`src/ppc_regs.svh`:
```
// Address map, field positions, masks and reset values of the port pin control block.
// Operation
// - Output mode drives latch level on pin; input mode reads pin level.
// - Pull-up connects only when its select bit is set and pin is input.
// - Pull-up stays off for any pin in output mode.
// - Pull-up selects reset to zero; port 12 resets with bit 3 set.
// - Pull-up select 0 disconnects; 1 requests connection in input mode.
// - Drive type 0 push-pull, 1 N-channel open drain, port 0 bit 7 P-channel; port 0 latch keeps bits 0-1 only, so that P-channel never drives.
// - Reset-pin mode bit 3 clear keeps reset function; set frees other functions.
// - Output mode write stores latch, drives pin, latch holds until next write; port 0 latch stores bits 0-1 only.
// - Input mode write updates latch while the pin stays undriven; port 0 latch updates bits 0-1 only.
// - Chip reset clears every output latch.
// - Output mode read returns latch contents, latch unchanged.
// - Input mode read returns pin levels, latch unchanged; port 0 bits 2-7 read as zero.
// - Output mode operation uses latch operand and writes result to latch.
// - Latch, pull-up, drive type and reset-pin mode accept bit and byte writes.
// - Direction 0 output with buffer on, 1 input; direction resets to all ones.
// - Input mode operation uses pin levels, writes result to latch.
`ifndef PPC_REGS_SVH
`define PPC_REGS_SVH

`define PPC_NUM_PORTS 5

`define PPC_ADDR_LATCH0 16'hff00
`define PPC_ADDR_LATCH1 16'hff01
`define PPC_ADDR_LATCH2 16'hff02
`define PPC_ADDR_LATCH3 16'hff03
`define PPC_ADDR_LATCH12 16'hff0c
`define PPC_ADDR_DIR0 16'hff20
`define PPC_ADDR_DIR1 16'hff21
`define PPC_ADDR_DIR2 16'hff22
`define PPC_ADDR_DIR3 16'hff23
`define PPC_ADDR_DIR12 16'hff2c
`define PPC_ADDR_RESET_PIN_MODE 16'hff2e
`define PPC_ADDR_PU0 16'hff30
`define PPC_ADDR_PU1 16'hff31
`define PPC_ADDR_PU2 16'hff32
`define PPC_ADDR_PU3 16'hff33
`define PPC_ADDR_PORT12_PULLUP_SELECT 16'hff3c
`define PPC_ADDR_PORT0_DRIVE_TYPE 16'hff38
`define PPC_ADDR_PORT1_DRIVE_TYPE 16'hff39
`define PPC_ADDR_PORT2_DRIVE_TYPE 16'hff3a
`define PPC_ADDR_PORT3_DRIVE_TYPE 16'hff3b
`define PPC_ADDR_PORT12_DRIVE_TYPE 16'hff3e

`define PPC_LATCH_MASK0 8'h03
`define PPC_LATCH_MASK1 8'hff
`define PPC_LATCH_MASK2 8'hff
`define PPC_LATCH_MASK3 8'h3f
`define PPC_LATCH_MASK12 8'h0f
`define PPC_DIR_MASK0 8'hff
`define PPC_DIR_MASK1 8'hff
`define PPC_DIR_MASK2 8'hff
`define PPC_DIR_MASK3 8'h3f
`define PPC_DIR_MASK12 8'h07
`define PPC_PU_MASK0 8'hff
`define PPC_PU_MASK1 8'hff
`define PPC_PU_MASK2 8'hff
`define PPC_PU_MASK3 8'h3f
`define PPC_PU_MASK12 8'h09
`define PPC_POM_MASK0 8'hff
`define PPC_POM_MASK1 8'hff
`define PPC_POM_MASK2 8'hff
`define PPC_POM_MASK3 8'h3f
`define PPC_POM_MASK12 8'h07
`define PPC_PCH_MASK0 8'h80
`define PPC_RSTMODE_MASK 8'h08

`define PPC_LATCH_RESET 8'h00
`define PPC_DIR_RESET 8'hff
`define PPC_PU_RESET 8'h00
`define PPC_PORT12_PULLUP_SELECT_RESET 8'h08
`define PPC_POM_RESET 8'h00
`define PPC_RSTMODE_RESET 8'h00

`define PPC_RESET_PIN_ALT_ENABLE_BIT 3
`define PPC_PORT12_IDX 4
`define PPC_RESET_PIN_BIT 3
`define PPC_IDLE_READ 8'h00

`endif

```
`src/ppc_pkg.sv`:
```
// Types shared by the port pin control modules.
package ppc_pkg;
  typedef logic [7:0] ppc_byte_t;
  typedef enum {
    PPC_REG_NONE,
    PPC_REG_LATCH,
    PPC_REG_DIR,
    PPC_REG_PULLUP,
    PPC_REG_DRIVE,
    PPC_REG_RSTMODE
  } ppc_reg_kind_t;
endpackage

```
`src/ppc_port_if.sv`:
```
// Register strobes and state between the decoder and one port's storage.
`timescale 1ns/10ps
interface ppc_port_if;
  import ppc_pkg::*;
  logic wr_latch;
  logic wr_dir;
  logic wr_pu;
  logic wr_pom;
  ppc_byte_t wdata;
  ppc_byte_t latch;
  ppc_byte_t dir;
  ppc_byte_t pu;
  ppc_byte_t pom;
  ppc_byte_t pin;
  modport ctrl (
    output wr_latch, wr_dir, wr_pu, wr_pom, wdata,
    input latch, dir, pu, pom, pin
  );
  modport port (
    input wr_latch, wr_dir, wr_pu, wr_pom, wdata,
    output latch, dir, pu, pom, pin
  );
endinterface

```
`src/ppc_port.sv`:
```
// Storage and pin synchroniser for one eight-bit port.
`timescale 1ns/10ps
`include "ppc_regs.svh"
module ppc_port
  import ppc_pkg::*;
#(
  parameter ppc_byte_t LATCH_MASK = 8'hff,
  parameter ppc_byte_t DIR_MASK = 8'hff,
  parameter ppc_byte_t PU_MASK = 8'hff,
  parameter ppc_byte_t POM_MASK = 8'hff,
  parameter ppc_byte_t PU_RESET = 8'h00
) (
  // Clock and reset.
  input wire logic clk,
  input wire logic rst_n,
  // Raw pin levels.
  input wire logic [7:0] pin_in,
  // Register side.
  ppc_port_if.port bus
);
  ppc_byte_t latch_q;
  ppc_byte_t dir_q;
  ppc_byte_t pu_q;
  ppc_byte_t pom_q;
  ppc_byte_t pin_s1_q;
  ppc_byte_t pin_s2_q;

  // Latch holds until the next write in either mode and clears on reset.
  always_ff @(posedge clk or negedge rst_n) begin
    if (!rst_n) begin
      latch_q <= `PPC_LATCH_RESET;
    end else if (bus.wr_latch) begin
      latch_q <= bus.wdata & LATCH_MASK;
    end
  end

  // Unimplemented direction bits stay fixed at one.
  always_ff @(posedge clk or negedge rst_n) begin
    if (!rst_n) begin
      dir_q <= `PPC_DIR_RESET;
    end else if (bus.wr_dir) begin
      dir_q <= bus.wdata | ~DIR_MASK;
    end
  end

  always_ff @(posedge clk or negedge rst_n) begin
    if (!rst_n) begin
      pu_q <= PU_RESET;
    end else if (bus.wr_pu) begin
      pu_q <= bus.wdata & PU_MASK;
    end
  end

  always_ff @(posedge clk or negedge rst_n) begin
    if (!rst_n) begin
      pom_q <= `PPC_POM_RESET;
    end else if (bus.wr_pom) begin
      pom_q <= bus.wdata & POM_MASK;
    end
  end

  always_ff @(posedge clk or negedge rst_n) begin
    if (!rst_n) begin
      pin_s1_q <= 8'h00;
      pin_s2_q <= 8'h00;
    end else begin
      pin_s1_q <= pin_in;
      pin_s2_q <= pin_s1_q;
    end
  end

  assign bus.latch = latch_q;
  assign bus.dir = dir_q;
  assign bus.pu = pu_q;
  assign bus.pom = pom_q;
  assign bus.pin = pin_s2_q;
endmodule

```
`src/ppc_port_pin_control.sv`:
```
// Port pin control: register decode, read view, bit writes and pad drive.
`timescale 1ns/10ps
`include "ppc_regs.svh"
module ppc_port_pin_control
  import ppc_pkg::*;
(
  // Clock and reset.
  input wire logic CLK_SYS,
  input wire logic RST_B,
  // Processor memory access.
  input wire logic [15:0] ADDR,
  input wire logic WR_EN,
  input wire logic WR_BIT,
  input wire logic [2:0] BIT_SEL,
  input wire logic [7:0] WDATA,
  input wire logic RD_EN,
  output logic [7:0] RDATA,
  // Pins, eight per port in order 0, 1, 2, 3, 12.
  input wire logic [39:0] PIN_IN,
  output logic [39:0] PIN_OUT,
  output logic [39:0] PIN_OE,
  output logic [39:0] PIN_PULLUP,
  // Shared reset pin functions.
  output logic RESET_PIN_AS_RESET,
  output logic KEY_RETURN_INPUT_8,
  output logic EXT_IRQ_INPUT_5
);
  localparam int NP = `PPC_NUM_PORTS;
  localparam logic [15:0] LATCH_ADDR [NP] = '{`PPC_ADDR_LATCH0, `PPC_ADDR_LATCH1,
    `PPC_ADDR_LATCH2, `PPC_ADDR_LATCH3, `PPC_ADDR_LATCH12};
  localparam logic [15:0] DIR_ADDR [NP] = '{`PPC_ADDR_DIR0, `PPC_ADDR_DIR1,
    `PPC_ADDR_DIR2, `PPC_ADDR_DIR3, `PPC_ADDR_DIR12};
  localparam logic [15:0] PU_ADDR [NP] = '{`PPC_ADDR_PU0, `PPC_ADDR_PU1,
    `PPC_ADDR_PU2, `PPC_ADDR_PU3, `PPC_ADDR_PORT12_PULLUP_SELECT};
  localparam logic [15:0] POM_ADDR [NP] = '{`PPC_ADDR_PORT0_DRIVE_TYPE, `PPC_ADDR_PORT1_DRIVE_TYPE,
    `PPC_ADDR_PORT2_DRIVE_TYPE, `PPC_ADDR_PORT3_DRIVE_TYPE, `PPC_ADDR_PORT12_DRIVE_TYPE};
  localparam ppc_byte_t LATCH_MASK [NP] = '{`PPC_LATCH_MASK0, `PPC_LATCH_MASK1,
    `PPC_LATCH_MASK2, `PPC_LATCH_MASK3, `PPC_LATCH_MASK12};
  localparam ppc_byte_t DIR_MASK [NP] = '{`PPC_DIR_MASK0, `PPC_DIR_MASK1,
    `PPC_DIR_MASK2, `PPC_DIR_MASK3, `PPC_DIR_MASK12};
  localparam ppc_byte_t PU_MASK [NP] = '{`PPC_PU_MASK0, `PPC_PU_MASK1,
    `PPC_PU_MASK2, `PPC_PU_MASK3, `PPC_PU_MASK12};
  localparam ppc_byte_t POM_MASK [NP] = '{`PPC_POM_MASK0, `PPC_POM_MASK1,
    `PPC_POM_MASK2, `PPC_POM_MASK3, `PPC_POM_MASK12};
  localparam ppc_byte_t PU_RESET [NP] = '{`PPC_PU_RESET, `PPC_PU_RESET,
    `PPC_PU_RESET, `PPC_PU_RESET, `PPC_PORT12_PULLUP_SELECT_RESET};
  localparam ppc_byte_t PCH_MASK [NP] = '{`PPC_PCH_MASK0, 8'h00, 8'h00, 8'h00, 8'h00};

  //////////////////////////////////////////////////////////////////////////////
  // Reset release.

  logic rst_s1_q;
  logic rst_n;

  always_ff @(posedge CLK_SYS or negedge RST_B) begin
    if (!RST_B) begin
      rst_s1_q <= 1'b0;
      rst_n <= 1'b0;
    end else begin
      rst_s1_q <= 1'b1;
      rst_n <= rst_s1_q;
    end
  end

  //////////////////////////////////////////////////////////////////////////////
  // Port storage.

  ppc_port_if pif [NP] ();
  ppc_byte_t latch_v [NP];
  ppc_byte_t dir_v [NP];
  ppc_byte_t pu_v [NP];
  ppc_byte_t pom_v [NP];
  ppc_byte_t pin_v [NP];
  ppc_byte_t view_v [NP];
  logic [NP-1:0] sel_latch;
  logic [NP-1:0] sel_dir;
  logic [NP-1:0] sel_pu;
  logic [NP-1:0] sel_pom;
  logic sel_rstmode;
  ppc_byte_t wbyte;
  ppc_byte_t rstmode_q;

  genvar gp;
  generate
    for (gp = 0; gp < NP; gp++) begin : g_port
      ppc_port #(
        .LATCH_MASK(LATCH_MASK[gp]),
        .DIR_MASK(DIR_MASK[gp]),
        .PU_MASK(PU_MASK[gp]),
        .POM_MASK(POM_MASK[gp]),
        .PU_RESET(PU_RESET[gp])
      ) u_port (
        .clk(CLK_SYS),
        .rst_n(rst_n),
        .pin_in(PIN_IN[gp*8 +: 8]),
        .bus(pif[gp].port)
      );
      assign pif[gp].wr_latch = WR_EN & sel_latch[gp];
      assign pif[gp].wr_dir = WR_EN & sel_dir[gp];
      assign pif[gp].wr_pu = WR_EN & sel_pu[gp];
      assign pif[gp].wr_pom = WR_EN & sel_pom[gp];
      assign pif[gp].wdata = wbyte;
      assign latch_v[gp] = pif[gp].latch;
      assign dir_v[gp] = pif[gp].dir;
      assign pu_v[gp] = pif[gp].pu;
      assign pom_v[gp] = pif[gp].pom;
      assign pin_v[gp] = pif[gp].pin;
    end
  endgenerate

  //////////////////////////////////////////////////////////////////////////////
  // Read view of each port register.

  // Output bits show the latch, input bits the synchronised pin level.
  always_comb begin
    for (int p = 0; p < NP; p++) begin
      view_v[p] = ((latch_v[p] & ~dir_v[p]) | (pin_v[p] & dir_v[p]))
        & LATCH_MASK[p];
    end
    // While the shared pin serves as reset its port bit reads as zero.
    view_v[`PPC_PORT12_IDX][`PPC_RESET_PIN_BIT] = pin_v[`PPC_PORT12_IDX][`PPC_RESET_PIN_BIT]
      & rstmode_q[`PPC_RESET_PIN_ALT_ENABLE_BIT];
  end

  //////////////////////////////////////////////////////////////////////////////
  // Address decode.

  always_comb begin
    sel_latch = '0;
    sel_dir = '0;
    sel_pu = '0;
    sel_pom = '0;
    for (int p = 0; p < NP; p++) begin
      sel_latch[p] = (ADDR == LATCH_ADDR[p]);
      sel_dir[p] = (ADDR == DIR_ADDR[p]);
      sel_pu[p] = (ADDR == PU_ADDR[p]);
      sel_pom[p] = (ADDR == POM_ADDR[p]);
    end
  end

  assign sel_rstmode = (ADDR == `PPC_ADDR_RESET_PIN_MODE);

  // The value a read of the addressed register returns right now.
  ppc_byte_t cur_read;

  always_comb begin
    cur_read = `PPC_IDLE_READ;
    for (int p = 0; p < NP; p++) begin
      if (sel_latch[p]) begin
        cur_read = view_v[p];
      end
      if (sel_dir[p]) begin
        cur_read = dir_v[p];
      end
      if (sel_pu[p]) begin
        cur_read = pu_v[p];
      end
      if (sel_pom[p]) begin
        cur_read = pom_v[p];
      end
    end
    if (sel_rstmode) begin
      cur_read = rstmode_q;
    end
  end

  //////////////////////////////////////////////////////////////////////////////
  // Write data.

  // A bit write reads the whole byte, replaces one bit and writes the byte back.
  // On a port this takes pin levels for input bits and latch bits for output
  // bits, so input-bit latches pick up the pin level.
  always_comb begin
    wbyte = WDATA;
    if (WR_BIT) begin
      wbyte = cur_read;
      wbyte[BIT_SEL] = WDATA[0];
    end
  end

  always_ff @(posedge CLK_SYS or negedge rst_n) begin
    if (!rst_n) begin
      rstmode_q <= `PPC_RSTMODE_RESET;
    end else if (WR_EN && sel_rstmode) begin
      rstmode_q <= wbyte & `PPC_RSTMODE_MASK;
    end
  end

  //////////////////////////////////////////////////////////////////////////////
  // Read data.

  always_ff @(posedge CLK_SYS or negedge rst_n) begin
    if (!rst_n) begin
      RDATA <= `PPC_IDLE_READ;
    end else if (RD_EN) begin
      RDATA <= cur_read;
    end
  end

  //////////////////////////////////////////////////////////////////////////////
  // Pad drive.

  logic [39:0] out_d;
  logic [39:0] oe_d;
  logic [39:0] pull_d;

  always_comb begin
    for (int p = 0; p < NP; p++) begin
      for (int b = 0; b < 8; b++) begin
        if (!LATCH_MASK[p][b] && !POM_MASK[p][b]) begin
          out_d[p*8+b] = 1'b0;
          oe_d[p*8+b] = 1'b0;
        end else if (!pom_v[p][b]) begin
          out_d[p*8+b] = latch_v[p][b];
          oe_d[p*8+b] = ~dir_v[p][b];
        end else if (PCH_MASK[p][b]) begin
          out_d[p*8+b] = 1'b1;
          oe_d[p*8+b] = ~dir_v[p][b] & latch_v[p][b];
        end else begin
          out_d[p*8+b] = 1'b0;
          oe_d[p*8+b] = ~dir_v[p][b] & ~latch_v[p][b];
        end
        pull_d[p*8+b] = pu_v[p][b] & dir_v[p][b];
      end
    end
  end

  always_ff @(posedge CLK_SYS or negedge rst_n) begin
    if (!rst_n) begin
      PIN_OUT <= '0;
      PIN_OE <= '0;
      PIN_PULLUP <= '0;
    end else begin
      PIN_OUT <= out_d;
      PIN_OE <= oe_d;
      PIN_PULLUP <= pull_d;
    end
  end

  //////////////////////////////////////////////////////////////////////////////
  // Shared reset pin.

  always_ff @(posedge CLK_SYS or negedge rst_n) begin
    if (!rst_n) begin
      RESET_PIN_AS_RESET <= 1'b1;
      KEY_RETURN_INPUT_8 <= 1'b0;
      EXT_IRQ_INPUT_5 <= 1'b0;
    end else begin
      RESET_PIN_AS_RESET <= ~rstmode_q[`PPC_RESET_PIN_ALT_ENABLE_BIT];
      KEY_RETURN_INPUT_8 <= pin_v[`PPC_PORT12_IDX][`PPC_RESET_PIN_BIT]
        & rstmode_q[`PPC_RESET_PIN_ALT_ENABLE_BIT];
      EXT_IRQ_INPUT_5 <= pin_v[`PPC_PORT12_IDX][`PPC_RESET_PIN_BIT]
        & rstmode_q[`PPC_RESET_PIN_ALT_ENABLE_BIT];
    end
  end
endmodule

```
`config.mk`:
```
export PLATFORM = sky130hd
export DESIGN_NAME = ppc_port_pin_control
export DESIGN_NICKNAME = d
export VERILOG_FILES = /design/src/ppc_pkg.sv /design/src/ppc_port_if.sv /design/src/ppc_port.sv /design/src/ppc_port_pin_control.sv
export VERILOG_INCLUDE_DIRS = /design/src
export SDC_FILE = /design/constraint.sdc
export NUM_CORES = 1
export LEC_CHECK = 0
export ABC_AREA = 1
export BUFFER_PORTS_ARGS = -buffer_cell sky130_fd_sc_hd__buf_4
export CELL_PAD_IN_SITES_DETAIL_PLACEMENT = 1
export CELL_PAD_IN_SITES_GLOBAL_PLACEMENT = 2
export CORE_MARGIN = 1.5
export CORE_UTILIZATION = 36
export CTS_BUF_LIST = sky130_fd_sc_hd__clkbuf_2 sky130_fd_sc_hd__clkbuf_4 sky130_fd_sc_hd__clkbuf_8
export DETAILED_ROUTE_END_ITERATION = 8
export PLACE_DENSITY_LB_ADDON = 0.1
export SLEW_MARGIN = 20
export SYNTH_ARGS = -nofsm -noshare
export SYNTH_HDL_FRONTEND = slang
export SYNTH_HIERARCHICAL = 1
export SYNTH_SLANG_ARGS = --single-unit
```
`constraint.sdc`:
```
create_clock -name CLK_SYS -period 12.8 [get_ports CLK_SYS]
set_input_delay 0.64 -clock CLK_SYS [delete_from_list [all_inputs] [get_ports CLK_SYS]]
set_output_delay 0.64 -clock CLK_SYS [all_outputs]
set_load 0.02 [all_outputs]
```
==> metrics.csv, run 1 <==
stage,metric,value,unit
layout,layout.nets,1772,
run_status,status,finished clean,
synthesis,post_synth_inst_count,1485,
worst_setup_path,slowest_stage,sky130_fd_sc_hd__nor2_1,
worst_setup_path,path_delay_family,simple AND/OR/NAND/NOR gates,
timing,unrepaired_setup_endpoints_after_global_routing,no,
worst_setup_path,cell_type_with_the_highest_occurrence_count_on_the_critical_path,sky130_fd_sc_hd__nand2_1,
timing,hold_violations,0,
detailed_routing,drt_initial_violations,501,
pwr,p_per_area,132,nW/um^2
floorplanning,chipWidth,192,um
clock_tree,cts.htree.levels,2,
pwr,design_power_total,2.07,mW
floorplanning,starting_density,0.368,
placement,post-dp-hpwl,26900,um
global_routing,overflow,0,
pwr,power_leakage,8.25,nW
layout,drive_above_1_share,0.223,
clock_tree,cts_repair_resize_count,0,
detailed_routing,wl_per_cell,17.6,um
detailed_routing,antenna_left,0,
floorplanning,die_height,192,um
clock_tree,ctsHoldBuffers,1,
worst_setup_path,timing.critical_path.from_type,input port,
layout,antennaDiodeCount,0,
detailed_routing,num_vias,10100,
global_routing,global_route_wire_length_before_repair,60300,um
worst_setup_path,crit_fanout,18,
timing,maxClockFrequency,0.270,GHz
timing,max_slew_margin,0.240,
timing,min_period_over_period,0.289,
global_routing,pin_count_of_the_biggest_net_entering_global_routing,178,
clock_tree,cts_sinks,303,
detailed_routing,number_of_iterations_in_the_first_detailed_routing_pass,6,
layout,post-route-cell-area,15700,um^2
detailed_routing,post_drt_via_cell_ratio,4.59,
detailed_routing,remaining_drc_errors,0,
floorplanning,floorplan.rows,68,
synthesis,synth.avg_cell_area,8.62,um^2
worst_setup_path,setup.worst_path.class,in2reg,
global_routing,grt_pass1_vias,10700,
timing,final_critical_delay_including_setup_and_external_delays,3.70,ns
timing,layout_skew,0.0240,ns
timing,setup_tns_final,0,ns
clock_tree,clock_tree.buffer_depth,3,
worst_setup_path,crit_path_end_kind,flop,
timing,finalSetupViolCount,0,
synthesis,syn_area,12800,um^2
clock_tree,cts_inserted_buffers,54,
worst_setup_path,worstPathArrival,4.19,ns
worst_hold_path,holdCritPathClass,in2reg,
floorplanning,ioPinCount,203,
clock_tree,cts.clk_slew.worst_paths,0.06,ns
clock_tree,cts_post_setup_buffers_inserted,0,
worst_setup_path,crit_required,13.29,ns
detailed_routing,drt_wl_total,38700,um
synthesis,synth_warnings,6,
floorplanning,core_area,34800,um^2
clock_tree,clock_latency,0.62,ns
global_routing,initial_antenna_violation_count,0,
floorplanning,die_area,36700,um^2
global_routing,gr-usage-all-layers,0.220,
worst_setup_path,largest_stage_delay_worst_path,0.86,ns
timing,slew_violations,0,
clock_tree,tritoncts,done,
layout,area.growth.synth_to_final,22.5,%
pwr,ir_worst_vdd,0.000108,V
run,max-cap-violations,0,
worst_setup_path,worst_path_cell_chain,"buf_4, nand2_1, inv_2, nand4_2, nor2_1, inv_2, nor2_1, inv_1, o21ai_0, inv_1, nand2_1, nand3_1, nand2_1, nand2_1, nand2_1, nand2_1, nand2_1, nand2_1",
timing,max_slew.worst_pin.slew,1.13,ns
worst_setup_path,critical_path_buf_inv_count,5,
placement,port_buffers,178,
placement,place_area,14400,um^2
clock_tree,cts_root_buffer,sky130_fd_sc_hd__clkbuf_8,
placement,gp_congestion,0.805,
==> final timing paths <==
kind                                               from                           end  slack [ns]  depth (start not counted)
max                                            ADDR[15]    g_port[0].u_port/bus.pu[2]        9.10                         18
min                                          PIN_IN[28]  g_port[3].u_port/pin_s1_q[4]        0.12                          1
max reg2reg                 g_port[1].u_port/bus.dir[2]    g_port[0].u_port/bus.pu[2]        9.59                         17
min reg2reg                g_port[4].u_port/pin_s1_q[0]   g_port[4].u_port/bus.pin[0]        0.35                          0
max in group asynchronous                         rst_n                      RDATA[2]       10.75                          1
min in group asynchronous                         RST_B                         rst_n        0.34                          2
==> per-layer routing <==
metal | vias to the layer above | track usage | routed length, um
met4 | 0 | 0.0814 | 1050
met5 | - | 0 | 0
met3 | 65 | 0.0367 | 1590
met1 | 4913 | 0.282 | 17200
li1 | 4915 | - | -
met2 | 209 | 0.373 | 18900
==> area by class of cell <==
class / count / area [um^2]
inverter: 166 / 631
clock inverter: 19 / 198
tap: 455 / 569
multi-input combinational: 986 / 4200
clock buffer: 82 / 1020
sequential: 303 / 7630
timing repair buffer: 189 / 1430
fill: 4214 / 19100
==> power breakdown <==
part	leakage, nW	internal, mW	switching, mW
sequential	3.77	0.972	0.00979
combinational	3.83	0.0234	0.0589
clock	0.657	0.592	0.412
total	8.25	1.59	0.480
==> placed cells by master, fill, tap and decap left out, types with 2 or more instances in the layout <==
| master | instances |
|---|---|
| sky130_fd_sc_hd__clkbuf_8 | 65 |
| sky130_fd_sc_hd__clkbuf_4 | 17 |
| sky130_fd_sc_hd__nand3_1 | 42 |
| sky130_fd_sc_hd__nand2_4 | 3 |
| sky130_fd_sc_hd__o21ai_1 | 3 |
| sky130_fd_sc_hd__dfstp_2 | 35 |
| sky130_fd_sc_hd__nand2_2 | 6 |
| sky130_fd_sc_hd__a21oi_1 | 52 |
| sky130_fd_sc_hd__nor2_4 | 4 |
| sky130_fd_sc_hd__inv_1 | 135 |
| sky130_fd_sc_hd__inv_2 | 29 |
| sky130_fd_sc_hd__o21ai_0 | 26 |
| sky130_fd_sc_hd__clkinv_2 | 14 |
| sky130_fd_sc_hd__conb_1 | 41 |
| sky130_fd_sc_hd__a211oi_1 | 3 |
| sky130_fd_sc_hd__dfrtp_1 | 267 |
| sky130_fd_sc_hd__nor2_1 | 130 |
| sky130_fd_sc_hd__nor4_1 | 10 |
| sky130_fd_sc_hd__nand2_1 | 600 |
| sky130_fd_sc_hd__bufinv_16 | 4 |
| sky130_fd_sc_hd__mux2_2 | 2 |
| sky130_fd_sc_hd__nand4_1 | 19 |
| sky130_fd_sc_hd__nor3_1 | 20 |
| sky130_fd_sc_hd__nor2_2 | 4 |
| sky130_fd_sc_hd__buf_4 | 187 |
| sky130_fd_sc_hd__or2_2 | 5 |
| sky130_fd_sc_hd__a21oi_2 | 2 |
==> worst register-to-register path: stages (launching register included) <==
cell                       delay, ns
sky130_fd_sc_hd__dfstp_2        0.58
sky130_fd_sc_hd__nor2_1         0.06
sky130_fd_sc_hd__a21oi_1        0.11
sky130_fd_sc_hd__nor2_1         0.06
sky130_fd_sc_hd__nor2_1         0.11
sky130_fd_sc_hd__nand3_1        0.09
sky130_fd_sc_hd__a211oi_1       0.23
sky130_fd_sc_hd__nand4_1        0.26
sky130_fd_sc_hd__nand2_1        0.13
sky130_fd_sc_hd__nand4_1        0.17
sky130_fd_sc_hd__nand2_1        0.11
sky130_fd_sc_hd__nand3_1        0.07
sky130_fd_sc_hd__nand2_1        0.09
sky130_fd_sc_hd__nand2_1        0.05
sky130_fd_sc_hd__nand2_1        0.05
sky130_fd_sc_hd__nand2_1        0.55
sky130_fd_sc_hd__nand2_1        0.29
sky130_fd_sc_hd__nand2_1        0.08
==> registers in the layout, summed over array words and instances (netlist names) <==
name and cells:
PIN_PULLUP 40, PIN_OE 34, PIN_OUT 34, g_port.u_port/bus.dir 33
g_port.u_port/bus.pom 33, g_port.u_port/bus.pu 32, g_port.u_port/bus.latch 28, g_port.u_port/bus.pin 28
g_port.u_port/pin_s1_q 28, RDATA 8, EXT_IRQ_INPUT_5 1, RESET_PIN_AS_RESET 1
rst_n 1, rst_s1_q 1, rstmode_q 1
==> per-stage QoR <==
step,setup WS [ns],cells,util,hold slack (ns)
global placement,8.52,2098,0.415,0.332
finish,9.10,2200,0.451,0.122
detailed placement,8.50,2098,0.415,0.336
floorplan,3.79,1519,-,0.331
global route,8.75,2200,0.451,0.0814
CTS,9.10,2200,0.450,0.0709
No activity file was read; power rests on OpenSTA's default activity.
==> inputs of run 2 (changes only) <==
- ABC_AREA: 1 -> 0
- CORE_UTILIZATION: 36 -> 37
- clock period: 12.8 -> 3.4 ns (I/O delays scaled with it)
==> run 2 against run 1 <==
Compared with the run above:
- utilization rose by 3.3 points
- largest cell class unchanged
- first-iteration DRC count shrank 10%
- critical path type is now reg2reg
- register-to-register slack got worse by 9.4 ns
- highest routed layer unchanged
- die area is 1.4% higher
- critical endpoint is now g_port[1].u_port/bus.latch[4]
- wire length grew 6.6%
==> metrics.csv, run 2 <==
stage,metric,value,unit,change
run_status,status,finished clean,,
layout,layout_top_registers,"PIN_PULLUP (40), PIN_OE (34), PIN_OUT (34)",,
detailed_routing,m1WireLength,19300,um,+13%
detailed_routing,met3WireLength,1880,um,+18%
layout,final_cell_count_no_fill,1846,,-16%
layout,mostFrequentLayoutCell,sky130_fd_sc_hd__buf_4,,
placement,port_buffers,178,,unchanged
worst_setup_path,path_delay_family,compound AO/OA/AOI/OAI gates,,
worst_setup_path,crit_required,3.95,ns,-9.34 ns
worst_hold_path,hold_path_startpoint,WDATA[7],,
floorplanning,die_area,37200,um^2,+1.4%
worst_hold_path,min_delay_worst_endpoint,g_port[0].u_port/bus.pu[7],,
placement,post-dp-hpwl,30200,um,+12%
timing,min_period_over_period,0.934,,
floorplanning,chipWidth,193,um,+0.71%
clock_tree,cts.htree.levels,2,,unchanged
detailed_routing,drt_initial_violations,451,,-10%
floorplanning,starting_density,0.375,,+0.00740
floorplanning,floorplan.rows,69,,+1.5%
floorplanning,ioPinCount,203,,unchanged
layout,layout.nets,1414,,-20%
synthesis,synth_warnings,6,,unchanged
timing,max_slew.worst_pin.slew,0.895,ns,-0.236 ns
worst_setup_path,regToRegSetupSlack,0.23,ns,-9.36 ns
global_routing,overflow,0,,unchanged
worst_hold_path,holdCritPathClass,in2reg,,
floorplanning,die_height,193,um,+0.71%
detailed_routing,maxUsedRoutingLayer,met4,,
clock_tree,cts.clk_slew.worst_paths,0.06,ns,about the same
timing,setup_tns_final,0,ns,unchanged
worst_setup_path,slowest_stage,sky130_fd_sc_hd__dfstp_2,,
worst_setup_path,crit_fanout,15,,-3
layout,post-route-cell-area,17200,um^2,+9.8%
worst_setup_path,worstReg2RegStart,g_port[0].u_port/bus.dir[4],,
detailed_routing,wl_per_cell,22.4,um,+27%
global_routing,initial_antenna_violation_count,0,,unchanged
global_routing,pin_count_of_the_biggest_net_entering_global_routing,82,,-54%
worst_setup_path,crit_path_end_kind,flop,,
synthesis,synth.avg_cell_area,13.0,um^2,+51%
worst_setup_path,worstPathArrival,3.72,ns,-0.47 ns
timing,unrepaired_setup_endpoints_after_global_routing,no,,
pwr,ir_worst_vdd,0.000280,V,+160%
clock_tree,tritoncts,done,,
worst_setup_path,reg2regPathDepth,11,,-6
detailed_routing,number_of_iterations_in_the_first_detailed_routing_pass,5,,-1
placement,gp_congestion,0.824,,+2.3%
pwr,p_per_area,446,nW/um^2,+240%
placement,place_inst,1717,,-18%
detailed_routing,antenna_left,0,,unchanged
timing,finalSetupViolCount,0,,unchanged
worst_setup_path,setup.worst_path.class,reg2reg,,
pwr,power_leakage,7.84,nW,-5.0%
timing,hold_violations,0,,unchanged
layout,antennaDiodeCount,0,,unchanged
worst_setup_path,largest_stage_delay_worst_path,0.55,ns,-0.31 ns
clock_tree,cts_post_setup_buffers_inserted,0,,unchanged
detailed_routing,num_vias,9473,,-6.2%
floorplanning,core_area,35600,um^2,+2.2%
clock_tree,cts_sinks,303,,unchanged
timing,final_critical_delay_including_setup_and_external_delays,3.17,ns,
clock_tree,cts_repair_resize_count,0,,unchanged
placement,place_area,15700,um^2,+9.0%
worst_setup_path,timing.critical_path.from_type,flop,,
timing,fin_hold_ws,0.159,ns,+0.0368 ns
layout,largest_register_ff_count,40,,unchanged
clock_tree,ctsHoldBuffers,32,,+31
layout,area.growth.synth_to_final,28.9,%,
global_routing,grt_pass1_vias,10200,,-5.0%
clock_tree,clock_latency,0.62,ns,about the same
synthesis,syn_area,13300,um^2,+4.3%
timing,maxClockFrequency,0.315,GHz,
timing,max_slew_margin,0.404,,+0.164
detailed_routing,routed_wl_met2,19100,um,+1.1%
synthesis,post_synth_inst_count,1026,,-31%
worst_setup_path,worst_path_cell_chain,"mux2i_1, o32ai_1, a22oi_1, o21ai_0, a211oi_1, buf_4, o21ai_1, o2111ai_1, a21oi_1, buf_12, mux2_4",,
timing,layout_skew,0.0249,ns,+0.000878 ns
worst_hold_path,hold-path-cell-count,5,,+4
layout,drive_above_1_share,0.408,,+0.184
clock_tree,cts_root_buffer,sky130_fd_sc_hd__clkbuf_8,,
clock_tree,cts_inserted_buffers,52,,-3.7%
layout,largest_register,PIN_PULLUP,,
worst_setup_path,critical_path_buf_inv_count,2,,-3
global_routing,gr-usage-all-layers,0.228,,+0.00831
detailed_routing,remaining_drc_errors,0,,unchanged
detailed_routing,drt_wl_total,41300,um,+6.6%
layout,commonest_cells_after_routing_fill_and_taps_aside,"sky130_fd_sc_hd__buf_4 (280), sky130_fd_sc_hd__dfrtp_1 (267), sky130_fd_sc_hd__mux2_4 (112)",,
global_routing,global_route_wire_length_before_repair,62600,um,+3.8%
run,max-cap-violations,0,,unchanged
timing,slew_violations,0,,unchanged
clock_tree,clock_tree.buffer_depth,3,,unchanged
detailed_routing,post_drt_via_cell_ratio,5.13,,+12%
worst_setup_path,endpoint_of_the_worst_slack_reg_to_reg_timing_path,g_port[1].u_port/bus.latch[4],,
-- run 2: changes by cell type in the layout (fill, tap and decap cells not counted), moves of 18 or more --
cell	delta
sky130_fd_sc_hd__nand2_1	-573
sky130_fd_sc_hd__inv_1	-120
sky130_fd_sc_hd__mux2_4	+112
sky130_fd_sc_hd__buf_4	+93
sky130_fd_sc_hd__nor2_1	-73
sky130_fd_sc_hd__and2_1	+44
sky130_fd_sc_hd__nor2b_1	+32
sky130_fd_sc_hd__dlygate4sd3_1	+31
sky130_fd_sc_hd__inv_2	-29
sky130_fd_sc_hd__nand3_1	-28
sky130_fd_sc_hd__mux2i_1	+18
-- run 2: through the flow --
step	total power, mW	setup WS, ns	util
3_5_place_dp	4.14	-0.128	0.442
2_1_floorplan	3.95	0.0925	-
4_1_cts	7.79	0.302	0.484
5_1_grt	8.00	0.000978	0.484
3_3_place_gp	4.13	-0.0992	0.442
6_report	7.67	0.226	0.484
-- run 2: layer usage --
layer / vias to the layer above / global-route usage
li1: 4292 / -
met1: 4889 / 0.319
met2: 238 / 0.360
met3: 54 / 0.0387
met4: 0 / 0.0757
met5: - / 0
-- run 2: layout make-up --
type / count / area (um^2)
fillers: 3745 / 18400
flip-flops and latches: 303 / 7630
multi-input cells: 645 / 5140
repair buffers: 323 / 2640
clock buffers: 90 / 1060
well taps: 461 / 577
clock inverters: 7 / 88.8
inverters: 17 / 63.8
-- run 2: where the power goes --
group,internal (mW),switching (mW)
logic,0.166,0.251
clock network,2.11,1.45
registers,3.66,0.0339
total,5.93,1.74
-- run 2: how the worst max path moves through the flow --
stage | start | slack (ns) | cells past startpoint | to
floorplan | ADDR[6] | 0.09 | 10 | g_port[0].u_port/bus.latch[0]
global placement | ADDR[7] | -0.1 | 14 | g_port[1].u_port/bus.pom[4]
detailed placement | ADDR[6] | -0.13 | 13 | g_port[4].u_port/bus.pom[1]
CTS | g_port[0].u_port/bus.dir[4] | 0.30 | 11 | g_port[1].u_port/bus.latch[4]
global route | g_port[0].u_port/bus.dir[4] | 0.001 | 11 | g_port[1].u_port/bus.latch[4]
finish | g_port[0].u_port/bus.dir[4] | 0.23 | 11 | g_port[1].u_port/bus.latch[4]
-- run 2: tightest hold or removal path, cell delays in order --
cell and delay [ns]:
sky130_fd_sc_hd__buf_4 0.07, sky130_fd_sc_hd__nand2_1 0.04, sky130_fd_sc_hd__o21ai_1 0.14, sky130_fd_sc_hd__buf_12 0.17, sky130_fd_sc_hd__mux2_4 0.14
==> inputs of run 3 (changes only) <==
- CORE_UTILIZATION: 37 -> 41
- clock period: 3.4 -> 3.25 ns (I/O delays scaled with it)
==> run 3 against run 2 <==
Compared with the run above:
- first-iteration DRC count grew 26%
- total power grew 4.0%
- register-to-register slack gained 0.07 ns
- largest cell class unchanged
- non-clock buffer count is the same
- cell area shrank 0.11%
- critical path depth shrank 1
- combinational power grew 5.3%
- clock skew shrank 0.0016 ns
- critical path type unchanged
- highest routed layer unchanged
==> metrics.csv, run 3 (same netlist as run 2, synthesis figures left out) <==
stage,metric,value,unit,change
clock_tree,cts.clk_slew.worst_paths,0.06,ns,about the same
floorplanning,floorplan.rows,65,,-5.8%
layout,area.growth.synth_to_final,28.8,%,
pwr,p_per_area,464,nW/um^2,+4.1%
floorplanning,core_area,31800,um^2,-11%
pwr,power_leakage,7.85,nW,+0.12%
timing,fin_hold_ws,0.162,ns,+0.00254 ns
layout,layout_top_registers,"PIN_PULLUP (40), PIN_OE (34), PIN_OUT (34)",,
layout,antennaDiodeCount,0,,unchanged
placement,gp_congestion,0.868,,+5.4%
timing,slew_violations,0,,unchanged
floorplanning,die_height,183,um,-4.9%
layout,drive_above_1_share,0.406,,-0.00215
floorplanning,die_area,33600,um^2,-9.6%
worst_setup_path,timing.critical_path.from_type,flop,,
placement,port_buffers,178,,unchanged
layout,largest_register,PIN_PULLUP,,
global_routing,overflow,0,,unchanged
floorplanning,ioPinCount,203,,unchanged
detailed_routing,drt_wl_total,39800,um,-3.4%
worst_setup_path,slowest_stage,sky130_fd_sc_hd__dfstp_2,,
clock_tree,clock_latency,0.58,ns,-0.04 ns
worst_setup_path,critical_path_buf_inv_count,2,,unchanged
worst_setup_path,setup.worst_path.class,reg2reg,,
worst_setup_path,crit_fanout,18,,+3
placement,place_inst,1690,,-1.6%
detailed_routing,num_vias,9491,,+0.19%
worst_setup_path,path_delay_family,compound AO/OA/AOI/OAI gates,,
clock_tree,tritoncts,done,,
pwr,design_power_total,7.97,mW,+4.0%
worst_hold_path,holdCritPathClass,in2reg,,
placement,post-dp-hpwl,28900,um,-4.4%
run_status,status,finished clean,,
floorplanning,chipWidth,183,um,-4.9%
detailed_routing,antenna_left,0,,unchanged
layout,final_cell_count_no_fill,1815,,-1.7%
timing,maxClockFrequency,0.338,GHz,+7.3%
global_routing,pin_count_of_the_biggest_net_entering_global_routing,64,,-22%
detailed_routing,remaining_drc_errors,0,,unchanged
clock_tree,cts_root_buffer,sky130_fd_sc_hd__clkbuf_8,,
worst_setup_path,crit_required,3.70,ns,-0.25 ns
placement,setup_slack_after_placement,-0.191,ns,-0.0631 ns
detailed_routing,post_drt_via_cell_ratio,5.23,,+1.9%
worst_setup_path,crit_path_end_kind,flop,,
layout,layout.nets,1412,,-0.14%
layout,mostFrequentLayoutCell,sky130_fd_sc_hd__buf_4,,
detailed_routing,number_of_iterations_in_the_first_detailed_routing_pass,5,,unchanged
layout,commonest_cells_after_routing_fill_and_taps_aside,"sky130_fd_sc_hd__buf_4 (277), sky130_fd_sc_hd__dfrtp_1 (267), sky130_fd_sc_hd__mux2_4 (112)",,
timing,max_slew.worst_pin.slew,0.811,ns,-0.0838 ns
clock_tree,cts_inserted_buffers,50,,-3.8%
clock_tree,clock_tree.buffer_depth,3,,unchanged
timing,max_slew_margin,0.454,,+0.0509
timing,unrepaired_setup_endpoints_after_global_routing,no,,
pwr,ir_worst_vdd,0.000287,V,+2.7%
detailed_routing,wl_per_cell,22.0,um,-1.8%
timing,finalSetupViolCount,0,,unchanged
worst_hold_path,hold_path_startpoint,WR_EN,,
worst_setup_path,worstReg2RegStart,g_port[2].u_port/bus.dir[2],,
timing,final_critical_delay_including_setup_and_external_delays,2.96,ns,-0.216 ns
worst_setup_path,worst_path_cell_chain,"mux2_2, o21ai_0, nand3_1, o221ai_1, a31oi_1, buf_4, nor3b_1, o2bb2ai_1, buf_12, mux2_1",,
global_routing,gr-usage-all-layers,0.242,,+0.0140
timing,layout_skew,0.0233,ns,-0.00161 ns
layout,largest_register_ff_count,40,,unchanged
clock_tree,cts.htree.levels,2,,unchanged
detailed_routing,drt_initial_violations,569,,+26%
worst_setup_path,largest_stage_delay_worst_path,0.60,ns,+0.05 ns
timing,min_period_over_period,0.910,,-0.0234
timing,final.setup.worst_slack,0.292,ns,+0.0660 ns
global_routing,global_route_wire_length_before_repair,61500,um,-1.8%
floorplanning,starting_density,0.420,,+0.0445
worst_setup_path,critical_path.startpoint,g_port[2].u_port/bus.dir[2],,
global_routing,initial_antenna_violation_count,0,,unchanged
clock_tree,cts_sinks,303,,unchanged
worst_setup_path,worstPathArrival,3.41,ns,-0.31 ns
run,max-cap-violations,0,,unchanged
timing,hold_violations,0,,unchanged
global_routing,grt_pass1_vias,10200,,+0.27%
-- run 3: cell types whose count changed in the layout (fill, tap and decap cells not counted), sizes merged --
cell         delta
dlygate4sd3     +1
clkbuf         -10
inv             -1
buf             -1
clkinv          +6
-- run 3: timing repair --
action,4_1_cts,5_1_grt
endpoints found under the hold margin,39,0
hold buffers,33,0
gates resized for setup,0,0
setup buffers,0,0
-- run 3: worst reg2reg max path, stage by stage (launching register included) --
cell and delay, ns:
sky130_fd_sc_hd__dfstp_2 0.60, sky130_fd_sc_hd__mux2_2 0.37, sky130_fd_sc_hd__o21ai_0 0.24, sky130_fd_sc_hd__nand3_1 0.11, sky130_fd_sc_hd__o221ai_1 0.32, sky130_fd_sc_hd__a31oi_1 0.15, sky130_fd_sc_hd__buf_4 0.19, sky130_fd_sc_hd__nor3b_1 0.23
sky130_fd_sc_hd__o2bb2ai_1 0.15, sky130_fd_sc_hd__buf_12 0.18, sky130_fd_sc_hd__mux2_1 0.31
-- run 3: per-stage QoR --
stage               setup TNS (ns)  area [um^2]   util
floorplan                        0        13500      -
global placement             -1.10        15700  0.495
detailed placement           -3.04        15700  0.495
CTS                              0        17200  0.541
global route                     0        17200  0.541
finish                           0        17200  0.541
-- run 3: cell type report --
type	instances	area, um^2
Fill cell	3253	14600
Sequential cell	303	7630
Multi-Input combinational cell	645	5150
Timing Repair Buffer	323	2670
Clock buffer	80	1010
Tap cell	435	544
Clock inverter	12	121
Inverter	17	63.8
-- run 3: worst paths after layout --
| path | endpoint | slack, ns | cells past startpoint |
|---|---|---|---|
| max reg2reg | g_port[4].u_port/bus.latch[2] | 0.29 | 10 |
| min in group asynchronous | PIN_OUT[2] | 0.38 | 0 |
| min | g_port[0].u_port/bus.latch[1] | 0.16 | 4 |
| min reg2reg | g_port[4].u_port/bus.pin[3] | 0.35 | 0 |
| max | g_port[4].u_port/bus.latch[2] | 0.29 | 10 |
| max in group asynchronous | g_port[2].u_port/bus.dir[4] | 2.04 | 1 |
-- run 3: report_power, final --
group          internal, mW  switching, mW  total, mW
Sequential             3.82         0.0313       3.85
Clock                  2.14           1.54       3.68
Combinational         0.178          0.260      0.438
-- run 3: routing by layer --
| layer | vias up | global-route usage | wire (um) |
|---|---|---|---|
| met2 | 270 | 0.393 | 18900 |
| met3 | 52 | 0.0408 | 1950 |
| met4 | 0 | 0.0652 | 854 |
| met5 | - | 0 | 0 |
| met1 | 4893 | 0.336 | 18200 |
| li1 | 4276 | - | - |
